### src/hdl/audio_route_defs.svh
// Purpose: Offsets, field positions and reset values for the input routing decode
// Assumes: 32-bit APB, one register per aligned word, 8-bit control fields in the low byte
// Notes:   Definitions only
`ifndef AUDIO_ROUTE_DEFS_SVH
`define AUDIO_ROUTE_DEFS_SVH

// Register byte addresses
`define OFF_CTRL0      5'h00
`define OFF_CTRL1      5'h04
`define OFF_CTRL2      5'h08
`define OFF_CTRL3      5'h0C
`define OFF_STAT_MAIN  5'h10
`define OFF_STAT_SEC   5'h14
`define OFF_STAT_MIX   5'h18

// Control byte fields
`define LAYOUT_HI      7
`define LAYOUT_LO      5
`define CODE_HI        2
`define CODE_LO        0
`define MONO_BIT       3
`define GAIN_BIT       4
`define DIR_FRONT_BIT  5
`define DIR_REAR_BIT   6
`define DIR_SECOND_BIT 7
`define ATTEN_HI       7
`define ATTEN_LO       3
`define MIX_FRONT_BIT  0
`define MIX_REAR_BIT   1
`define METER_BIT      7

// Status word fields
`define LEGAL_BIT      16
`define SPLIT_BIT      17

// Mix codes common to every layout
`define MIX_BEEP       3'h6
`define MIX_MUTE       3'h7

// Reset values
`define RST_CTRL0      8'h00
`define RST_CTRL1      8'h00
`define RST_CTRL2      8'h00
`define RST_CTRL3      8'h00

`endif

### src/hdl/audio_route_pkg.sv
// Purpose: Types shared by the input routing decode
// Assumes: Nothing beyond the defs header
// Notes:   Switch enables are one bit per analog input group
package audio_route_pkg;

   typedef logic [2:0] code_t;

   typedef struct packed {
      logic md3, md2, md1, full_diff;
      logic se5, se4, se3, se2, se1;
      logic qd4, qd3, qd2, qd1;
   } src_sw_s;

   typedef struct packed {
      logic beep, md3, md2, md1;
      logic se5, se4, se3, se2, se1;
   } mix_sw_s;

   typedef struct packed {
      logic second_qd4p;
      logic rear_qd3;
      logic front_qd2;
   } direct_s;

   typedef struct packed {
      logic [7:0]  ctrl0;
      logic [7:0]  ctrl1;
      logic [7:0]  ctrl2;
      logic [7:0]  ctrl3;
      src_sw_s     main_sw;
      logic        main_ok;
      src_sw_s     sec_sw;
      logic        sec_ok;
      mix_sw_s     mix_sw;
      logic        mix_ok;
      direct_s     direct;
      logic        split;
      logic [31:0] prdata;
   } state_s;

endpackage : audio_route_pkg

### src/hdl/audio_input_routing.sv
// Purpose: APB control bytes decoded into input, mix and direct path switch enables
// Assumes: Single 10 MHz clock; host keeps to the supported codes
// Notes:   Switch and direct outputs lag the control registers by one clock; the other outputs follow them directly
//
// How it works
// - Control byte 0 bits 7..5 pick one of eight input layouts.
// - Bits 2..0 of byte 0 and byte 1 pick main and second source.
// - Layout 0 codes 0-3 pick quasi pairs 1-4; layout 4 code 3 full diff.
// - Layout 1: se1, se3, quasi 3, quasi 4, se2; layout 7 code 3 full diff.
// - Layout 2: se1, se3, quasi 3, -, se2, se4, se5.
// - Layout 3: se1, se3, quasi 3, mono pair, se2.
// - Layout 5: quasi 1-3 on codes 0-2, se4 and se5 on codes 5-6.
// - Layout 6: se3, quasi 3, full diff, se2 on 1-4, mono 3 on 7.
// - Bit 3 of byte 0 or 1 picks mono pair 1 or 2.
// - A control bit sets input gain to 0 dB or 3 dB.
// - Byte 1 bits 7..5 enable direct paths bypassing filters and volume.
// - Direct: quasi 2 to front, quasi 3 to rear, pair 4 plus to second.
// - Mix source goes to front and rear independently via 0..-31 dB attenuator.
// - Mix byte 2 bits 2..0: code 6 beep, 7 silence everywhere.
// - Layouts 1 and 7: mix codes 0-2 pick se1, se2, se3.
// - Layout 2: mix codes 0-4 pick se1 to se5.
// - Layout 3: mix se1-se3, code 3 mono 1, code 5 mono 2.
// - Layout 5: mix codes 3 and 4 pick se4 and se5 only.
// - Beep reaches the mixer from one clock after the offset detector turns off until one clock after it turns on.
// - Byte 3 bit 7 picks offset detector or level meter, never both.
`timescale 1ns/1ps
`default_nettype none
`include "audio_route_defs.svh"

module audio_input_routing
   import audio_route_pkg::*;
#(
   parameter int ADDR_W = 12
)(
   // Clock and reset
   input  wire logic              pclk,
   input  wire logic              presetn,
   // APB slave
   input  wire logic              psel,
   input  wire logic              penable,
   input  wire logic              pwrite,
   input  wire logic [ADDR_W-1:0] paddr,
   input  wire logic [31:0]       pwdata,
   input  wire logic [3:0]        pstrb,
   output var  logic [31:0]       prdata,
   output var  logic              pready,
   output var  logic              pslverr,
   // Source selectors
   output var  src_sw_s           main_switch,
   output var  src_sw_s           second_switch,
   output var  logic              input_gain_3db,
   // Mixer
   output var  mix_sw_s           mix_switch,
   output var  logic [4:0]        mix_atten,
   output var  logic              mix_front_en,
   output var  logic              mix_rear_en,
   // Direct path and pin function
   output var  direct_s           direct_route,
   output var  logic              offset_det_en,
   output var  logic              level_meter_en
);

   if (ADDR_W < 5 || ADDR_W > 32) begin : g_bad_addr
      $error("ADDR_W must lie between 5 and 32");
   end

   state_s  st_q;
   state_s  st_d;
   src_sw_s main_dec;
   src_sw_s sec_dec;
   logic    main_legal;
   logic    sec_legal;
   logic    acc_wr;
   logic    acc_any;
   logic    hit;

   // Main and second selectors share one layout
   source_decode u_main_dec (
      .layout    (st_q.ctrl0[`LAYOUT_HI:`LAYOUT_LO]),
      .code      (st_q.ctrl0[`CODE_HI:`CODE_LO]),
      .mono_pick (st_q.ctrl0[`MONO_BIT]),
      .sw        (main_dec),
      .legal     (main_legal)
   );

   source_decode u_sec_dec (
      .layout    (st_q.ctrl0[`LAYOUT_HI:`LAYOUT_LO]),
      .code      (st_q.ctrl1[`CODE_HI:`CODE_LO]),
      .mono_pick (st_q.ctrl1[`MONO_BIT]),
      .sw        (sec_dec),
      .legal     (sec_legal)
   );

   function automatic mix_sw_s mix_decode(input code_t layout, input code_t code, input logic meter);
      mix_sw_s m;
      m = '0;
      if (code == `MIX_BEEP) begin
         // Beep shares the detector input pin
         m.beep = meter;
      end else if (code != `MIX_MUTE) begin
         unique case (layout)
            3'h0, 3'h4: ;
            3'h1, 3'h7: begin
               case (code)
                  3'h0: m.se1 = 1'b1;
                  3'h1: m.se2 = 1'b1;
                  3'h2: m.se3 = 1'b1;
                  default: ;
               endcase
            end
            3'h2: begin
               case (code)
                  3'h0: m.se1 = 1'b1;
                  3'h1: m.se2 = 1'b1;
                  3'h2: m.se3 = 1'b1;
                  3'h3: m.se4 = 1'b1;
                  3'h4: m.se5 = 1'b1;
                  default: ;
               endcase
            end
            3'h3: begin
               case (code)
                  3'h0: m.se1 = 1'b1;
                  3'h1: m.se2 = 1'b1;
                  3'h2: m.se3 = 1'b1;
                  3'h3: m.md1 = 1'b1;
                  3'h5: m.md2 = 1'b1;
                  default: ;
               endcase
            end
            3'h5: begin
               case (code)
                  3'h3: m.se4 = 1'b1;
                  3'h4: m.se5 = 1'b1;
                  default: ;
               endcase
            end
            3'h6: begin
               case (code)
                  3'h0: m.md3 = 1'b1;
                  3'h1: m.se2 = 1'b1;
                  3'h2: m.se3 = 1'b1;
                  default: ;
               endcase
            end
         endcase
      end
      return m;
   endfunction : mix_decode

   function automatic logic addr_is(input logic [ADDR_W-1:0] a, input logic [4:0] off);
      return a == ADDR_W'(off);
   endfunction : addr_is

   assign acc_any = psel & penable;
   assign acc_wr  = acc_any & pwrite & pstrb[0];
   assign hit     = addr_is(paddr, `OFF_CTRL0) | addr_is(paddr, `OFF_CTRL1)
                  | addr_is(paddr, `OFF_CTRL2) | addr_is(paddr, `OFF_CTRL3)
                  | addr_is(paddr, `OFF_STAT_MAIN) | addr_is(paddr, `OFF_STAT_SEC)
                  | addr_is(paddr, `OFF_STAT_MIX);

   // Zero wait states; read data is loaded during setup
   assign pready  = 1'b1;
   assign pslverr = acc_any & ~hit;

   always_comb begin
      st_d = st_q;
      if (acc_wr) begin
         if (addr_is(paddr, `OFF_CTRL0)) st_d.ctrl0 = pwdata[7:0];
         if (addr_is(paddr, `OFF_CTRL1)) st_d.ctrl1 = pwdata[7:0];
         if (addr_is(paddr, `OFF_CTRL2)) st_d.ctrl2 = pwdata[7:0];
         if (addr_is(paddr, `OFF_CTRL3)) st_d.ctrl3 = pwdata[7:0];
      end
      st_d.main_sw = main_dec;
      st_d.main_ok = main_legal;
      st_d.sec_sw  = sec_dec;
      st_d.sec_ok  = sec_legal;
      st_d.mix_sw  = mix_decode(st_q.ctrl0[`LAYOUT_HI:`LAYOUT_LO], st_q.ctrl2[`CODE_HI:`CODE_LO],
                                st_q.ctrl3[`METER_BIT]);
      st_d.mix_ok  = |st_d.mix_sw | (st_q.ctrl2[`CODE_HI:`CODE_LO] == `MIX_MUTE);
      st_d.direct.front_qd2   = st_q.ctrl1[`DIR_FRONT_BIT];
      st_d.direct.rear_qd3    = st_q.ctrl1[`DIR_REAR_BIT];
      st_d.direct.second_qd4p = st_q.ctrl1[`DIR_SECOND_BIT];
      // Second output would mix two sources in these layouts
      st_d.split = st_q.ctrl1[`DIR_SECOND_BIT]
                 & (st_q.ctrl0[`LAYOUT_HI:`LAYOUT_LO] inside {3'h2, 3'h3, 3'h5});
      if (psel && !penable) begin
         st_d.prdata = 32'h0000_0000;
         if (addr_is(paddr, `OFF_CTRL0)) st_d.prdata[7:0] = st_q.ctrl0;
         if (addr_is(paddr, `OFF_CTRL1)) st_d.prdata[7:0] = st_q.ctrl1;
         if (addr_is(paddr, `OFF_CTRL2)) st_d.prdata[7:0] = st_q.ctrl2;
         if (addr_is(paddr, `OFF_CTRL3)) st_d.prdata[7:0] = st_q.ctrl3;
         if (addr_is(paddr, `OFF_STAT_MAIN)) begin
            st_d.prdata[12:0]       = st_q.main_sw;
            st_d.prdata[`LEGAL_BIT] = st_q.main_ok;
         end
         if (addr_is(paddr, `OFF_STAT_SEC)) begin
            st_d.prdata[12:0]       = st_q.sec_sw;
            st_d.prdata[`LEGAL_BIT] = st_q.sec_ok;
         end
         if (addr_is(paddr, `OFF_STAT_MIX)) begin
            st_d.prdata[8:0]        = st_q.mix_sw;
            st_d.prdata[`LEGAL_BIT] = st_q.mix_ok;
            st_d.prdata[`SPLIT_BIT] = st_q.split;
         end
      end
   end

   always_ff @(posedge pclk or negedge presetn) begin
      if (!presetn) begin
         st_q       <= '0;
         st_q.ctrl0 <= `RST_CTRL0;
         st_q.ctrl1 <= `RST_CTRL1;
         st_q.ctrl2 <= `RST_CTRL2;
         st_q.ctrl3 <= `RST_CTRL3;
      end else begin
         st_q <= st_d;
      end
   end

   assign prdata         = st_q.prdata;
   assign main_switch    = st_q.main_sw;
   assign second_switch  = st_q.sec_sw;
   assign input_gain_3db = st_q.ctrl0[`GAIN_BIT];
   assign mix_switch     = st_q.mix_sw;
   assign mix_atten      = st_q.ctrl2[`ATTEN_HI:`ATTEN_LO];
   assign mix_front_en   = st_q.ctrl3[`MIX_FRONT_BIT];
   assign mix_rear_en    = st_q.ctrl3[`MIX_REAR_BIT];
   assign direct_route   = st_q.direct;
   // Pin function is one or the other by construction
   assign level_meter_en = st_q.ctrl3[`METER_BIT];
   assign offset_det_en  = ~st_q.ctrl3[`METER_BIT];

   // Short names for the assertions
   code_t cur_layout;
   code_t main_code;
   code_t mix_code;
   assign cur_layout = st_q.ctrl0[`LAYOUT_HI:`LAYOUT_LO];
   assign main_code  = st_q.ctrl0[`CODE_HI:`CODE_LO];
   assign mix_code   = st_q.ctrl2[`CODE_HI:`CODE_LO];
endmodule : audio_input_routing

`default_nettype wire

### src/hdl/source_decode.sv
// Purpose: Turns an input layout and a source code into analog switch enables
// Assumes: Purely combinational; the caller registers the result
// Notes:   Unsupported codes give no enable at all
`timescale 1ns/1ps
`default_nettype none

module source_decode
   import audio_route_pkg::*;
(
   // Settings
   input  wire code_t   layout,
   input  wire code_t   code,
   input  wire logic    mono_pick,
   // Decoded
   output var  src_sw_s sw,
   output var  logic    legal
);

   always_comb begin
      sw = '0;
      unique case (layout)
         3'h0, 3'h4: begin
            case (code)
               3'h0: sw.qd1 = 1'b1;
               3'h1: sw.qd2 = 1'b1;
               3'h2: sw.qd3 = 1'b1;
               3'h3: if (layout == 3'h0) sw.qd4 = 1'b1; else sw.full_diff = 1'b1;
               default: ;
            endcase
         end
         3'h1, 3'h7: begin
            case (code)
               3'h0: sw.se1 = 1'b1;
               3'h1: sw.se3 = 1'b1;
               3'h2: sw.qd3 = 1'b1;
               3'h3: if (layout == 3'h1) sw.qd4 = 1'b1; else sw.full_diff = 1'b1;
               3'h4: sw.se2 = 1'b1;
               default: ;
            endcase
         end
         3'h2: begin
            case (code)
               3'h0: sw.se1 = 1'b1;
               3'h1: sw.se3 = 1'b1;
               3'h2: sw.qd3 = 1'b1;
               3'h4: sw.se2 = 1'b1;
               3'h5: sw.se4 = 1'b1;
               3'h6: sw.se5 = 1'b1;
               default: ;
            endcase
         end
         3'h3: begin
            case (code)
               3'h0: sw.se1 = 1'b1;
               3'h1: sw.se3 = 1'b1;
               3'h2: sw.qd3 = 1'b1;
               3'h3: if (mono_pick) sw.md2 = 1'b1; else sw.md1 = 1'b1;
               3'h4: sw.se2 = 1'b1;
               default: ;
            endcase
         end
         3'h5: begin
            case (code)
               3'h0: sw.qd1 = 1'b1;
               3'h1: sw.qd2 = 1'b1;
               3'h2: sw.qd3 = 1'b1;
               3'h5: sw.se4 = 1'b1;
               3'h6: sw.se5 = 1'b1;
               default: ;
            endcase
         end
         3'h6: begin
            case (code)
               3'h1: sw.se3 = 1'b1;
               3'h2: sw.qd3 = 1'b1;
               3'h3: sw.full_diff = 1'b1;
               3'h4: sw.se2 = 1'b1;
               3'h7: sw.md3 = 1'b1;
               default: ;
            endcase
         end
      endcase
      // Unsupported codes fall through with every switch open
      legal = |sw;
   end

endmodule : source_decode

`default_nettype wire

### config.mk
export PLATFORM = sky130hd
export DESIGN_NAME = audio_input_routing
export DESIGN_NICKNAME = d
export VERILOG_FILES = /design/src/hdl/audio_route_pkg.sv /design/src/hdl/audio_input_routing.sv /design/src/hdl/source_decode.sv
export VERILOG_INCLUDE_DIRS = /design/src /design/src/hdl
export SDC_FILE = /design/constraint.sdc
export NUM_CORES = 1
export LEC_CHECK = 0
export BUFFER_PORTS_ARGS = -buffer_cell sky130_fd_sc_hd__buf_2
export CAP_MARGIN = 25
export CORE_ASPECT_RATIO = 0.9
export CORE_UTILIZATION = 40
export CTS_CLUSTER_DIAMETER = 60
export DETAILED_ROUTE_END_ITERATION = 16
export PLACE_DENSITY_LB_ADDON = 0.2
export SYNTH_ARGS = -nofsm -noshare
export SYNTH_HDL_FRONTEND = slang
export SYNTH_HIERARCHICAL = 1
export SYNTH_SLANG_ARGS = --single-unit
### constraint.sdc
create_clock -name pclk -period 2.3 [get_ports pclk]
set_clock_uncertainty 0.15 [all_clocks]
set_input_delay 0.23 -clock pclk [delete_from_list [all_inputs] [get_ports pclk]]
set_output_delay 0.23 -clock pclk [all_outputs]
set_load 0.03 [all_outputs]
==> results list, run 1 <==
- The run finished with clean final reports.
* Fill cell total of the finished layout: 1112
- Once detail routing completed, the nets flagged for antenna violations numbered 0.
- MaxCap Viol Count: 0
- The library cell used most frequently in the layout, excluding fill and tap cells, is sky130_fd_sc_hd__dfrtp_1.
- The critical path is of the in -> reg type.
- Count of endpoints failing setup in the final report: 0
- Port Buf Inserts: 89
* Area growth, synth to finish: 10.6%
- Cell count of the worst hold path: 2
* Total global routing track utilization: 19.5%
- Post-synth top flop: sky130_fd_sc_hd__dfrtp_1
- At the end of the flow, the number of nets in the layout was 553.
- The synthesized netlist devotes 0.421% of its cell area to adder and majority cells.
- The cell count after synthesis came out at 462.
- The repair_antennas step left the layout with diodes totalling 0.
* Chip Width: 117 um
- After synthesis, the largest family of logic cells by area is simple AND/OR/NAND/NOR gates.
- Initial standard-cell utilization of the core: 41.4%
- Required time reported for the critical path endpoint: 2.41 ns
- Placer Congestion: 0.818
- Total global routing overflow: 0
* Cell at the root of the clock tree: sky130_fd_sc_hd__clkbuf_16
* Post-DP HPWL: 8480 um
- Dividing the synthesized area by the synthesized cell count gives 10.3 sq um.
* Clock tree from TritonCTS: done
- Entering global routing, the biggest net connects 43 pins.
- CTS saw 89 sinks.
* Post-DR wirelength/cell: 17.2 um
- The Yosys step of the flow raised 6 warnings.
- Launching element type of the critical path: input pin
* Area share of the largest cell type after synthesis: 46.9%
- Sequential-to-total area share from yosys stat: 46.9%
- The total count of max-transition violations in the final report came to 0.
- Floorplan die height: 105 um
- Top cells by area in the synthesized netlist: sky130_fd_sc_hd__dfrtp_1 (47%), sky130_fd_sc_hd__buf_4 (12%), sky130_fd_sc_hd__mux2_2 (7.3%), sky130_fd_sc_hd__mux2i_1 (2.5%), sky130_fd_sc_hd__nor2_1 (2.4%)
- Routed wire length: 11300 um
- Of all cell types, the one taking the most synthesized area is sky130_fd_sc_hd__dfrtp_1.
- After the first detailed-routing iteration, the DRC count stood at 233.
- First-pass GRT wire length: 18000 um
- Counting flops with a built-in enable in the synthesized netlist gives 0.
- Initial antenna violation count: 0
* Data arrival at the endpoint of the critical path: 2.11 ns
- On the final layout, the worst hold slack is 0.0119 ns.
- The path class of the tightest hold or removal check is in -> reg.
* Clock buffer count from CTS: 9
- CTS hold repair buffers: 1
- After Yosys synthesis, and, or, nand and nor cells account for 15.9% of the synthesized area.
- Of all flip-flops after synthesis, the portion carrying an async set or reset was 100%.
* Compound-gate portion of the synthesized area: 9.72%
* Placed cell count: 644
* Clock transition at path regs: 0.06 ns
* Final non-filler cell total: 661
- In this run the static leakage power is 0.00261 uW.
* Count of cells along the worst register-to-register path: 5
- Of the total synthesized cell area, the portion taken by XOR and XNOR cells is 0%.
- First drt pass iteration count: 5
- Final critical-path share of the clock period: 87.2%
* Worst Max-Slew Pin Slew: 0.672 ns
* Total of flip-flops plus latches after synthesis: 89
- Counting along the longest clock path gives a buffer depth of 2.
- Number of gates resized after cts: 0
* Core area: 11500 sq um
- Cell variety after synth: 48
* Post-detailed-route via-to-cell ratio: 5.11
- After detailed routing, the number of remaining DRC violations is 0.
- The final-report hold violation count was 0.
- F_max: 499 MHz
* Number of global-route vias before repair: 3319
- I/O Pins: 135
- Share of layout cells above drive strength 1: 33.1%
* Most frequent cells in the layout: sky130_fd_sc_hd__dfrtp_1 (89), sky130_fd_sc_hd__buf_2 (88), sky130_fd_sc_hd__mux2_2 (31)
- The H-tree generated during clock tree synthesis spans 3 levels.
- Total power: 3110 uW
* Clk Latency, worst-skew pair: 0.34 ns
- Setup fix buffers added after clock tree synthesis: 0
* Final critical path time including I/O delays and setup: 2.00 ns
- Maximum resistive drop on vdd: 352 uV
- Cell area after technology mapping: 4750 sq um
- For this design the ratio of total power to cell area is 592 nW/um^2.
- Headroom to the max-slew limit: 55.2%
* Critical Path Fanout Max: 4
* Overall via count from detail_route: 3381
- The floorplan step defined a die boundary enclosing 12300 sq um.
- Setup repair after global routing left no endpoint under its margin.
- Share of cell area taken by muxes after synthesis: 12.0%
* Placement Rows: 37
- The worst setup path is captured at a register.
-- area by class of cell --
type                    count  area (sq um)  share of cell area (%)
multi-input cells         279          1870                    35.7
flip-flops and latches     89          2230                    42.4
clock buffers               9           225                    4.29
well taps                 156           195                    3.72
repair buffers            114           651                    12.4
clock inverters             7          55.1                    1.05
inverters                   7          26.3                   0.500
-- cell families after synthesis --
family | Yosys count
AOI/OAI and AO/OA | 71
adders and majority gates | 2
buffers and inverters | 110
DFF | 89
muxes | 49
other | 2
and+or+nand+nor | 139
-- critical path, cell delays in order --
cell and delay, ns:
sky130_fd_sc_hd__buf_2 0.09, sky130_fd_sc_hd__or4_1 0.58, sky130_fd_sc_hd__buf_4 0.18, sky130_fd_sc_hd__or4_1 0.54
sky130_fd_sc_hd__or2_1 0.31, sky130_fd_sc_hd__o21ai_0 0.17
-- Yosys cell counts, drive strengths merged (2+ instances only) --
cell type and instances:
o221a 2, o21bai 2, a32o 3, mux2 34
buf 87, or4 3, dfrtp 89, nand2b 14
o211ai 2, conb 2, nor4 7, nor3 16
or3 4, mux2i 12, maj3 2, nor4b 2
inv 7, o22ai 6, nor2 30, a21oi 16
mux4 3, nand2 23, a22o 2, nand3 11
o31ai 3, nand3b 6, o2bb2ai 2, clkbuf 16
nor3b 6, a32oi 5, a22oi 2, o21ai 22
nor2b 11
-- power by group --
part           internal [uW]  leakage (uW)  total, uW  switching, uW
sequential              1570       0.00122       1570           1.00
combinational           50.3       0.00126        189            139
clock                    739      0.000132       1360            617
total                   2350       0.00261       3110            757
-- registers in the layout, indices dropped and copies added (netlist names) --
signal	flops
cur_layout	3
direct_route	3
input_gain_3db	1
level_meter_en	1
main_code	3
main_switch	13
mix_atten	5
mix_code	3
mix_front_en	1
mix_rear_en	1
mix_switch	9
prdata	15
second_switch	13
st_d	3
st_q	15
-- worst paths after layout --
| check | from | end | slack (ns) |
|---|---|---|---|
| hold / removal | pwdata[4] | st_q[78] | 0.01 |
| setup reg to reg | cur_layout[0] | st_q[36] | 0.39 |
| setup / recovery | paddr[7] | prdata[10] | 0.30 |
| min in group asynchronous | presetn | prdata[9] | 0.28 |
| max in group asynchronous | presetn | mix_code[2] | 1.06 |
| hold reg to reg | st_d[34] | direct_route[1] | 0.27 |
-- metal layers --
metal	up-vias	share of wire (%)	GRT usage [%]
met4	0	1.9	7.14
li1	1602	-	-
met1	1638	49	28.9
met5	-	0	0
met2	123	44	28.7
met3	18	5.7	3.05
-- per-stage QoR --
step | setup slack, ns | util [%] | TNS [ns] | cell area, sq um
global route | 0.208 | 45.7 | 0 | 5250
global placement | -0.0164 | 43.2 | -0.133 | 4960
detailed placement | -0.0539 | 43.2 | -0.468 | 4960
CTS | 0.291 | 45.7 | 0 | 5250
floorplan | 0.218 | - | 0 | 4810
finish | 0.295 | 45.7 | 0 | 5250
Note: power is estimated with default switching activity, not from simulation.
==> inputs of run 2 (changes only) <==
--- a/config.mk
+++ b/config.mk
@@ -15,5 +15,4 @@
 export PLACE_DENSITY_LB_ADDON = 0.2
 export SYNTH_ARGS = -nofsm -noshare
 export SYNTH_HDL_FRONTEND = slang
-export SYNTH_HIERARCHICAL = 1
 export SYNTH_SLANG_ARGS = --single-unit
==> run 2 against run 1 <==
Non-clock buffer count decreased by 6. Clock power increased by 29%. Sequential share of layout area increased by 0.12 points. Total power increased by 13%. Global-route usage decreased by 0.91 points. Synthesized area decreased by 1.6%. Combinational power about the same. First-iteration DRC count decreased by 24%. Highest routed layer unchanged.
==> results list, run 2 <==
- The run finished with clean final reports.
* Clock buffer count from CTS: 9 (unchanged)
- The async set-reset flop share out of synthesis is 100% (unchanged).
- The switching fraction of total power was 20.7% (-3.7 points).
* Post-DR wirelength/cell: 17.5 um (+1.8%)
* Clock transition at path regs: 0.06 ns (about the same)
* Min-delay worst type: in -> reg
* Share of total power in combinational logic: 5.4% (-0.7 points)
- The slew at the pin closest to its max-slew limit was 0.734 ns (+0.0626 ns).
* Clk Latency, worst-skew pair: 0.34 ns (about the same)
- Launching element type of the critical path: input pin
- Post-detailed-route via-to-cell ratio: 5.22 (+2.0%)
- Number of warnings reported in the yosys synthesis log: 0 (-6)
- Cell variety after synth: 49 (+2.1%)
- MaxCap Viol Count: 0 (unchanged)
- The via count of the routed design was 3171 (-6.2%).
- The final-report hold violation count was 0 (unchanged).
- The most common cell in the synthesized netlist is sky130_fd_sc_hd__dfrtp_1.
* Max stage delay on crit path: 0.51 ns (-0.07 ns)
- Number of nets in the layout: 500 (-9.6%)
- The antenna diode count is 0 (unchanged).
- The cell that appears most often on the critical path is sky130_fd_sc_hd__buf_2.
* Number of buffers and inverters on the critical path: 3 (+1)
* Chip Width: 116 um (-0.80%)
* Final critical-path share of the clock period: 82.3% (-4.9 points)
- Initial standard-cell utilization of the core: 41.0% (-0.34 points)
- Worst min-delay path endpoint: mix_atten[1]
- The placement row count is 37 (unchanged).
* Initial detailed-routing violation count: 178 (-24%)
* Headroom to the max-slew limit: 51.0% (-4.2 points)
- Broken down by cell family, the worst path's largest delay share belongs to buffers and inverters.
- Maximum resistive drop on vdd: 419 uV (+19%)
- Sequential-to-total area share from yosys stat: 47.7% (+0.78 points)
* Number of flops mapped to enable cells by yosys: 0 (unchanged)
- TritonCTS built the clock tree.
- For this run, the leading register cell type out of synthesis is sky130_fd_sc_hd__dfrtp_1.
- First-pass GRT wire length: 16900 um (-6.2%)
- Count of cells along the worst register-to-register path: 3 (-2)
- In this run the critical register-to-register path is launched from cur_layout[1].
- The via count of the first global-routing pass came to 3154 (-5.0%).
- The final cell utilization of the core came to 46.0% (+0.24 points).
- The remaining number of nets flagged by the antenna check after routing came to 0 (unchanged).
- The area enclosed by the die boundary came to 12100 sq um (-1.6%).
* Share of layout cells above drive strength 1: 38.3% (+5.2 points)
* Data arrival at the endpoint of the critical path: 1.51 ns (-0.60 ns)
- Total of flip-flops plus latches after synthesis: 89 (unchanged)
- Area growth, synth to finish: 12.1%
* Area share of the largest cell type after synthesis: 47.7% (+0.78 points)
- The leakage power came to 0.00263 uW (+0.47%).
* Instance area after placement: 4870 sq um (-1.9%)
* Port Buf Inserts: 89 (unchanged)
- Routed wire length: 10600 um (-6.4%)
- Setup fix buffers added after clock tree synthesis: 0 (unchanged)
- The synthesized area divided by synthesized cell count is 11.3 sq um (+10%).
- Final Cell Area: 5240 sq um (-0.29%)
- The relative contribution of the clock network to total power is 50.0% (+6.4 points).
* Placer Congestion: 0.802 (-2.0%)
* Standard cell with the maximum stage delay on the critical path: sky130_fd_sc_hd__buf_2
- In this run the critical register-to-register path is captured at main_switch[8].
- Cell at the root of the clock tree: sky130_fd_sc_hd__clkbuf_16
- Critical Path Fanout Max: 21 (+17)
- The floorplan die height is 105 um (-0.81%).
- Top cells by area in the synthesized netlist: sky130_fd_sc_hd__dfrtp_1 (48%), sky130_fd_sc_hd__buf_4 (13%), sky130_fd_sc_hd__mux2_2 (7.7%), sky130_fd_sc_hd__mux4_2 (3.9%), sky130_fd_sc_hd__mux2i_1 (3.4%)
- The aggregate negative setup slack was 0 ns (unchanged).
- Leaving out fill and tap cells, the most frequent cells in the layout are sky130_fd_sc_hd__dfrtp_1 (89), sky130_fd_sc_hd__buf_2 (88), sky130_fd_sc_hd__mux2_2 (32).
- Initial antenna violation count: 0 (unchanged)
- Buffer levels on the longest clock path: 2 (unchanged)
- Worst-path cell chain: buf_2, buf_4, nand3_1, a21oi_1, buf_2
- Most frequent cells after synthesis: sky130_fd_sc_hd__dfrtp_1 (89), sky130_fd_sc_hd__buf_4 (79), sky130_fd_sc_hd__mux2_2 (32)
- The reg2reg setup slack is 0.46 ns (+0.07 ns).
* Maximum number of pins on one net before global-route repair: 90 (+110%)
- Min-delay src: pwdata[4]
- The total global routing overflow came to 0 (unchanged).
- Part of the power in registers: 44.6% (-5.7 points)
- Endpoint class of the critical path: primary output
- The library cell used most frequently in the layout, excluding fill and tap cells, is sky130_fd_sc_hd__dfrtp_1.
- Internal: 2790 uW (+18%)
- The I/O pin count is 135 (unchanged).
* Count of endpoints failing setup in the final report: 0 (unchanged)
- Smallest hold slack: 0.0148 ns (+0.00297 ns)
* RSZ-0062 raised after global routing: false
* Final critical path time including I/O delays and setup: 1.89 ns (-0.113 ns)
- The residual DRC count was 0 (unchanged).
- The H-tree depth came to 3 (unchanged).
- The global-route total usage across every layer was 18.6% (-0.91 points).
- Number of pins with negative max-slew slack in the final report: 0 (unchanged)
- Setup CP Type: in -> out
* Power density over the cells: 670 nW/um^2 (+13%)
* First drt pass iteration count: 4 (-1)
* Number of clock sinks seen by CTS: 89 (unchanged)
* F_max: 529 MHz (+6.0%)
* Core area: 11400 sq um (-0.81%)
- The worst hold path cell count is 2 (unchanged).
- Cells after synthesis: 412 (-11%)
* Post-DP HPWL: 7550 um (-11%)
- P_sw: 726 uW (-4.2%)
* Cell area after technology mapping: 4670 sq um (-1.6%)
- Required time reported for the critical path endpoint: 1.92 ns (-0.49 ns)
- Cell taking the most area after synthesis: sky130_fd_sc_hd__dfrtp_1
## run 2: through the flow
step | total power [uW] | instances | setup slack, ns
final | 3510 | 608 | 0.408
after global routing | 3630 | 608 | 0.343
after CTS | 3560 | 608 | 0.412
after detailed placement | 1790 | 591 | 0.200
after global placement | 1780 | 591 | 0.249
after floorplan | 1720 | 428 | 0.419
## run 2: cell type report
class	count	area (sq um)
Fill cell	1078	6150
Sequential cell	89	2230
Multi-Input combinational cell	234	1810
Timing Repair Buffer	108	631
Clock buffer	10	229
Tap cell	156	195
Clock inverter	6	130
Inverter	5	18.8
## run 2: layer usage
layer	up-vias	share of wire, %	GRT usage, %
met1	1598	46	25.4
met5	-	0	0
met2	106	47	28.7
met4	0	1.7	7.14
met3	13	5.2	4.35
li1	1454	-	-
## run 2: power groups by stage
stage	registers [uW]	clock network [uW]	logic, uW
after floorplan	1600	0	125
after global placement	1600	0	187
after detailed placement	1600	0	190
after CTS	1570	1800	191
after global routing	1570	1860	208
final	1570	1760	188
## run 2: how the worst max path moves through the flow
stage	endpoint	slack, ns	cells past startpoint	startpoint
2_1_floorplan	st_d[33]	0.42	5	paddr[4]
3_3_place_gp	st_d[35]	0.25	6	paddr[11]
3_5_place_dp	st_q[90]	0.20	6	paddr[11]
4_1_cts	pslverr	0.41	5	paddr[2]
5_1_grt	main_switch[8]	0.34	3	cur_layout[1]
6_report	pslverr	0.41	5	paddr[2]
## run 2: kinds of logic (layout without fill, tap and decap cells)
kind of cell	after synthesis	in the layout	synth area share [%]
compound gates	53	53	7.79
mux	56	56	15.0
buf+inv	105	129	15.0
simple gates	105	105	14.1
flops	89	89	47.7
xor+xnor	2	2	0.375
other cells	2	18	0.161
## run 2: what timing repair did
action	in CTS	in global routing
hold endpoints to repair	89	0
hold buffers	1	0
resized for setup	0	0
==> inputs of run 3 (changes only) <==
==> constraint.sdc (replaced) <==
create_clock -name pclk -period 2 [get_ports pclk]
set_clock_uncertainty 0.15 [all_clocks]
set_input_delay 0.2 -clock pclk [delete_from_list [all_inputs] [get_ports pclk]]
set_output_delay 0.2 -clock pclk [all_outputs]
set_load 0.03 [all_outputs]
==> run 3 against run 2 <==
Global-route usage is 0.37 points higher. Combinational power is 23% higher. Clock power is 8% lower. Final cell count is 2.3% higher. Utilization is 0.75 points higher. Via count is 0.13% lower. Design area is 1.6% higher. Clock-buffer cell count is 1 lower. Setup slack worse by 0.14 ns. Highest routed layer unchanged.
==> results list, run 3 (synthesized netlist as in run 2, its figures left out) <==
- The depth of the most critical reg-to-reg path came to 4 (+1).
- Number of global-route vias before repair: 3189 (+1.1%)
- Min-delay src: pwdata[3]
* Port Buf Inserts: 89 (unchanged)
- The worst vdd rail ir drop is 446 uV (+6.6%).
* Initial antenna violation count: 0 (unchanged)
- The leakage power is 0.00266 uW (+1.4%).
- Antenna viol nets, final: 0 (unchanged)
- Worst setup slack for register-to-register paths: 0.27 ns (-0.19 ns)
- Total die area: 12100 sq um (unchanged)
- First drt pass iteration count: 4 (unchanged)
* Clock tree from TritonCTS: done
- The slowest stage of the critical path belongs to the cell sky130_fd_sc_hd__dfrtp_1.
- The relative max-transition margin is 65.2% (+14 points).
* Setup CP Type: reg -> reg
- The aggregate negative setup slack was 0 ns (unchanged).
- The number of setup violations in the final report was 0 (unchanged).
- Ant. Diodes: 0 (unchanged)
- Clock transition at path regs: 0.06 ns (about the same)
- The area growth from synthesis to layout is 13.9%.
- Core area: 11400 sq um (unchanged)
- The mean number of vias per cell came to 5.09 (-2.4%).
- The total power per unit cell area came to 686 nW/um^2 (+2.4%).
* F_max: 579 MHz
- The TritonCTS buffer count came to 9 (unchanged).
* Critical Path Fanout Max: 14 (-33%)
* Placed cell count: 600 (+1.5%)
* Number of nets in the layout: 514 (+2.8%)
- RSZ-0062 raised after global routing: false
* Fill cell total of the finished layout: 1106 (+2.6%)
- The total global routing overflow was 0 (unchanged).
- The clock insertion delay at the later pin of the skew report came to 0.34 ns (about the same).
- The global-route total usage across every layer was 19.0% (+0.37 points).
* Routed wire length: 10700 um (+1.1%)
- Worst min-delay path endpoint: mix_atten[0]
- Post-route DRC violation count: 0 (unchanged)
- The flip-flop and latch area came to 2230 sq um (about the same).
- The flow ran to the end, and the final reports show no timing, DRC or antenna violations.
- STA classifies the critical path startpoint as a register.
* First-pass GRT wire length: 17300 um (+2.5%)
* Data arrival at the endpoint of the critical path: 1.80 ns (+0.29 ns)
- The floorplan die height was 105 um (unchanged).
- The most critical setup path has its startpoint at st_q[92].
* Post-DP HPWL: 7840 um (+3.8%)
* Placer Congestion: 0.813 (+1.3%)
* Maximum number of pins on one net before global-route repair: 45 (-50%)
- Share of layout cells above drive strength 1: 39.5% (+1.2 points)
- Buffer levels on the longest clock path: 2 (unchanged)
- In this run the critical register-to-register path is launched from st_q[92].
* Number of clock sinks seen by CTS: 89 (unchanged)
- The final-report hold violation count was 0 (unchanged).
- Required time reported for the critical path endpoint: 2.07 ns (+0.15 ns)
- Setup slack after layout: 0.273 ns (-0.135 ns)
* Final non-filler cell total: 622 (+2.3%)
* H-tree depth reported by CTS: 3 (unchanged)
- Initial standard-cell utilization of the core: 41.0% (unchanged)
- Final critical path time including I/O delays and setup: 1.73 ns
* Placement Rows: 37 (unchanged)
- The placement-stage worst setup slack was 0.0301 ns (-0.170 ns).
- Setup fix buffers added after clock tree synthesis: 0 (unchanged)
- The total count of max-transition violations in the final report is 0 (unchanged).
* Endpoint of the lowest-slack register-to-register path: prdata[2]
- Chip Width: 116 um (unchanged)
- The min-delay analysis places its worst path in the category in -> reg.
* Worst Max-Slew Pin Slew: 0.521 ns (-0.213 ns)
- The root buffer cell chosen for the clock tree is sky130_fd_sc_hd__clkbuf_16.
- The number of max-capacitance violations reported is 0 (unchanged).
* Post-DR wirelength/cell: 17.3 um (-1.2%)
- The maximum single-stage delay on the critical path is 0.56 ns (+0.05 ns).
- The combined area of the multi-input logic cells came to 1810 sq um (unchanged).
* Worst-path cell chain: mux4_2, nand2b_1, a21oi_1, a211o_1
- Overall via count from detail_route: 3167 (-0.13%)
* Initial detailed-routing violation count: 212 (+19%)
- Of the available clock period, the critical path in the final layout requires 86.4%.
- Most frequent cells in the layout: sky130_fd_sc_hd__dfrtp_1 (88), sky130_fd_sc_hd__buf_2 (88), sky130_fd_sc_hd__mux2_2 (32)
* I/O Pins: 135 (unchanged)
* Endpoint class of the critical path: register
- Cell count of the worst hold path: 2 (unchanged)
run 3: changes by cell type in the layout (fill, tap and decap cells not counted), moves of 3 or more:
cell / previous run / this run
sky130_fd_sc_hd__bufinv_16: 4 / 0
sky130_fd_sc_hd__inv_6: 0 / 3
sky130_fd_sc_hd__buf_4: 16 / 22
sky130_fd_sc_hd__dlygate4sd3_1: 1 / 6
sky130_fd_sc_hd__buf_12: 3 / 6
run 3: report_power, final:
group | switching (uW) | leakage, uW | internal, uW | total (uW)
registers | 0.813 | 0.00122 | 1800 | 1800
clock network | 751 | 0.000139 | 868 | 1620
logic | 161 | 0.00130 | 70.4 | 231
total | 913 | 0.00266 | 2740 | 3650
run 3: critical path, delay by kind of cell (launching register included):
kind	cells	cell delay, ns
mux	1	0.53
simple gates	1	0.10
compound gates	2	0.28
flops	1	0.56
run 3: worst max path at each step:
stage,to,depth (start not counted)
2_1_floorplan,st_d[33],5
3_3_place_gp,st_q[94],7
3_5_place_dp,st_q[91],7
4_1_cts,st_q[60],4
5_1_grt,st_q[60],4
6_report,prdata[2],4
run 3: layout make-up:
cell class | count | share of cell area [%]
clock buffers | 9 | 4.23
well taps | 156 | 3.67
multi-input cells | 234 | 33.9
inverters | 5 | 0.353
repair buffers | 122 | 14.8
clock inverters | 7 | 1.18
flip-flops and latches | 89 | 41.9
run 3: stage by stage:
step / instance area (sq um) / hold slack (ns) / util (%) / power [uW]
after floorplan: 4730 / -0.246 / - / 1980
after global placement: 4970 / 0.0254 / 43.7 / 2060
after detailed placement: 4970 / 0.0308 / 43.7 / 2060
after CTS: 5320 / 0.000443 / 46.7 / 3690
after global routing: 5320 / 0.0109 / 46.7 / 3800
final: 5320 / 0.00617 / 46.7 / 3650
run 3: routing by layer:
metal | vias up | track usage [%] | part of all wire [%]
met3 | 10 | 3.65 | 5.0
met4 | 0 | 5.95 | 0.97
met5 | - | 0 | 0
met1 | 1559 | 26.2 | 45
li1 | 1486 | - | -
met2 | 112 | 30.1 | 49
run 3: repair_timing:
action / CTS / global route
resized for setup: 0 / 1
hold buffers: 6 / 0
hold endpoints to repair: 51 / 0
endpoints found under the setup margin: 0 / 2
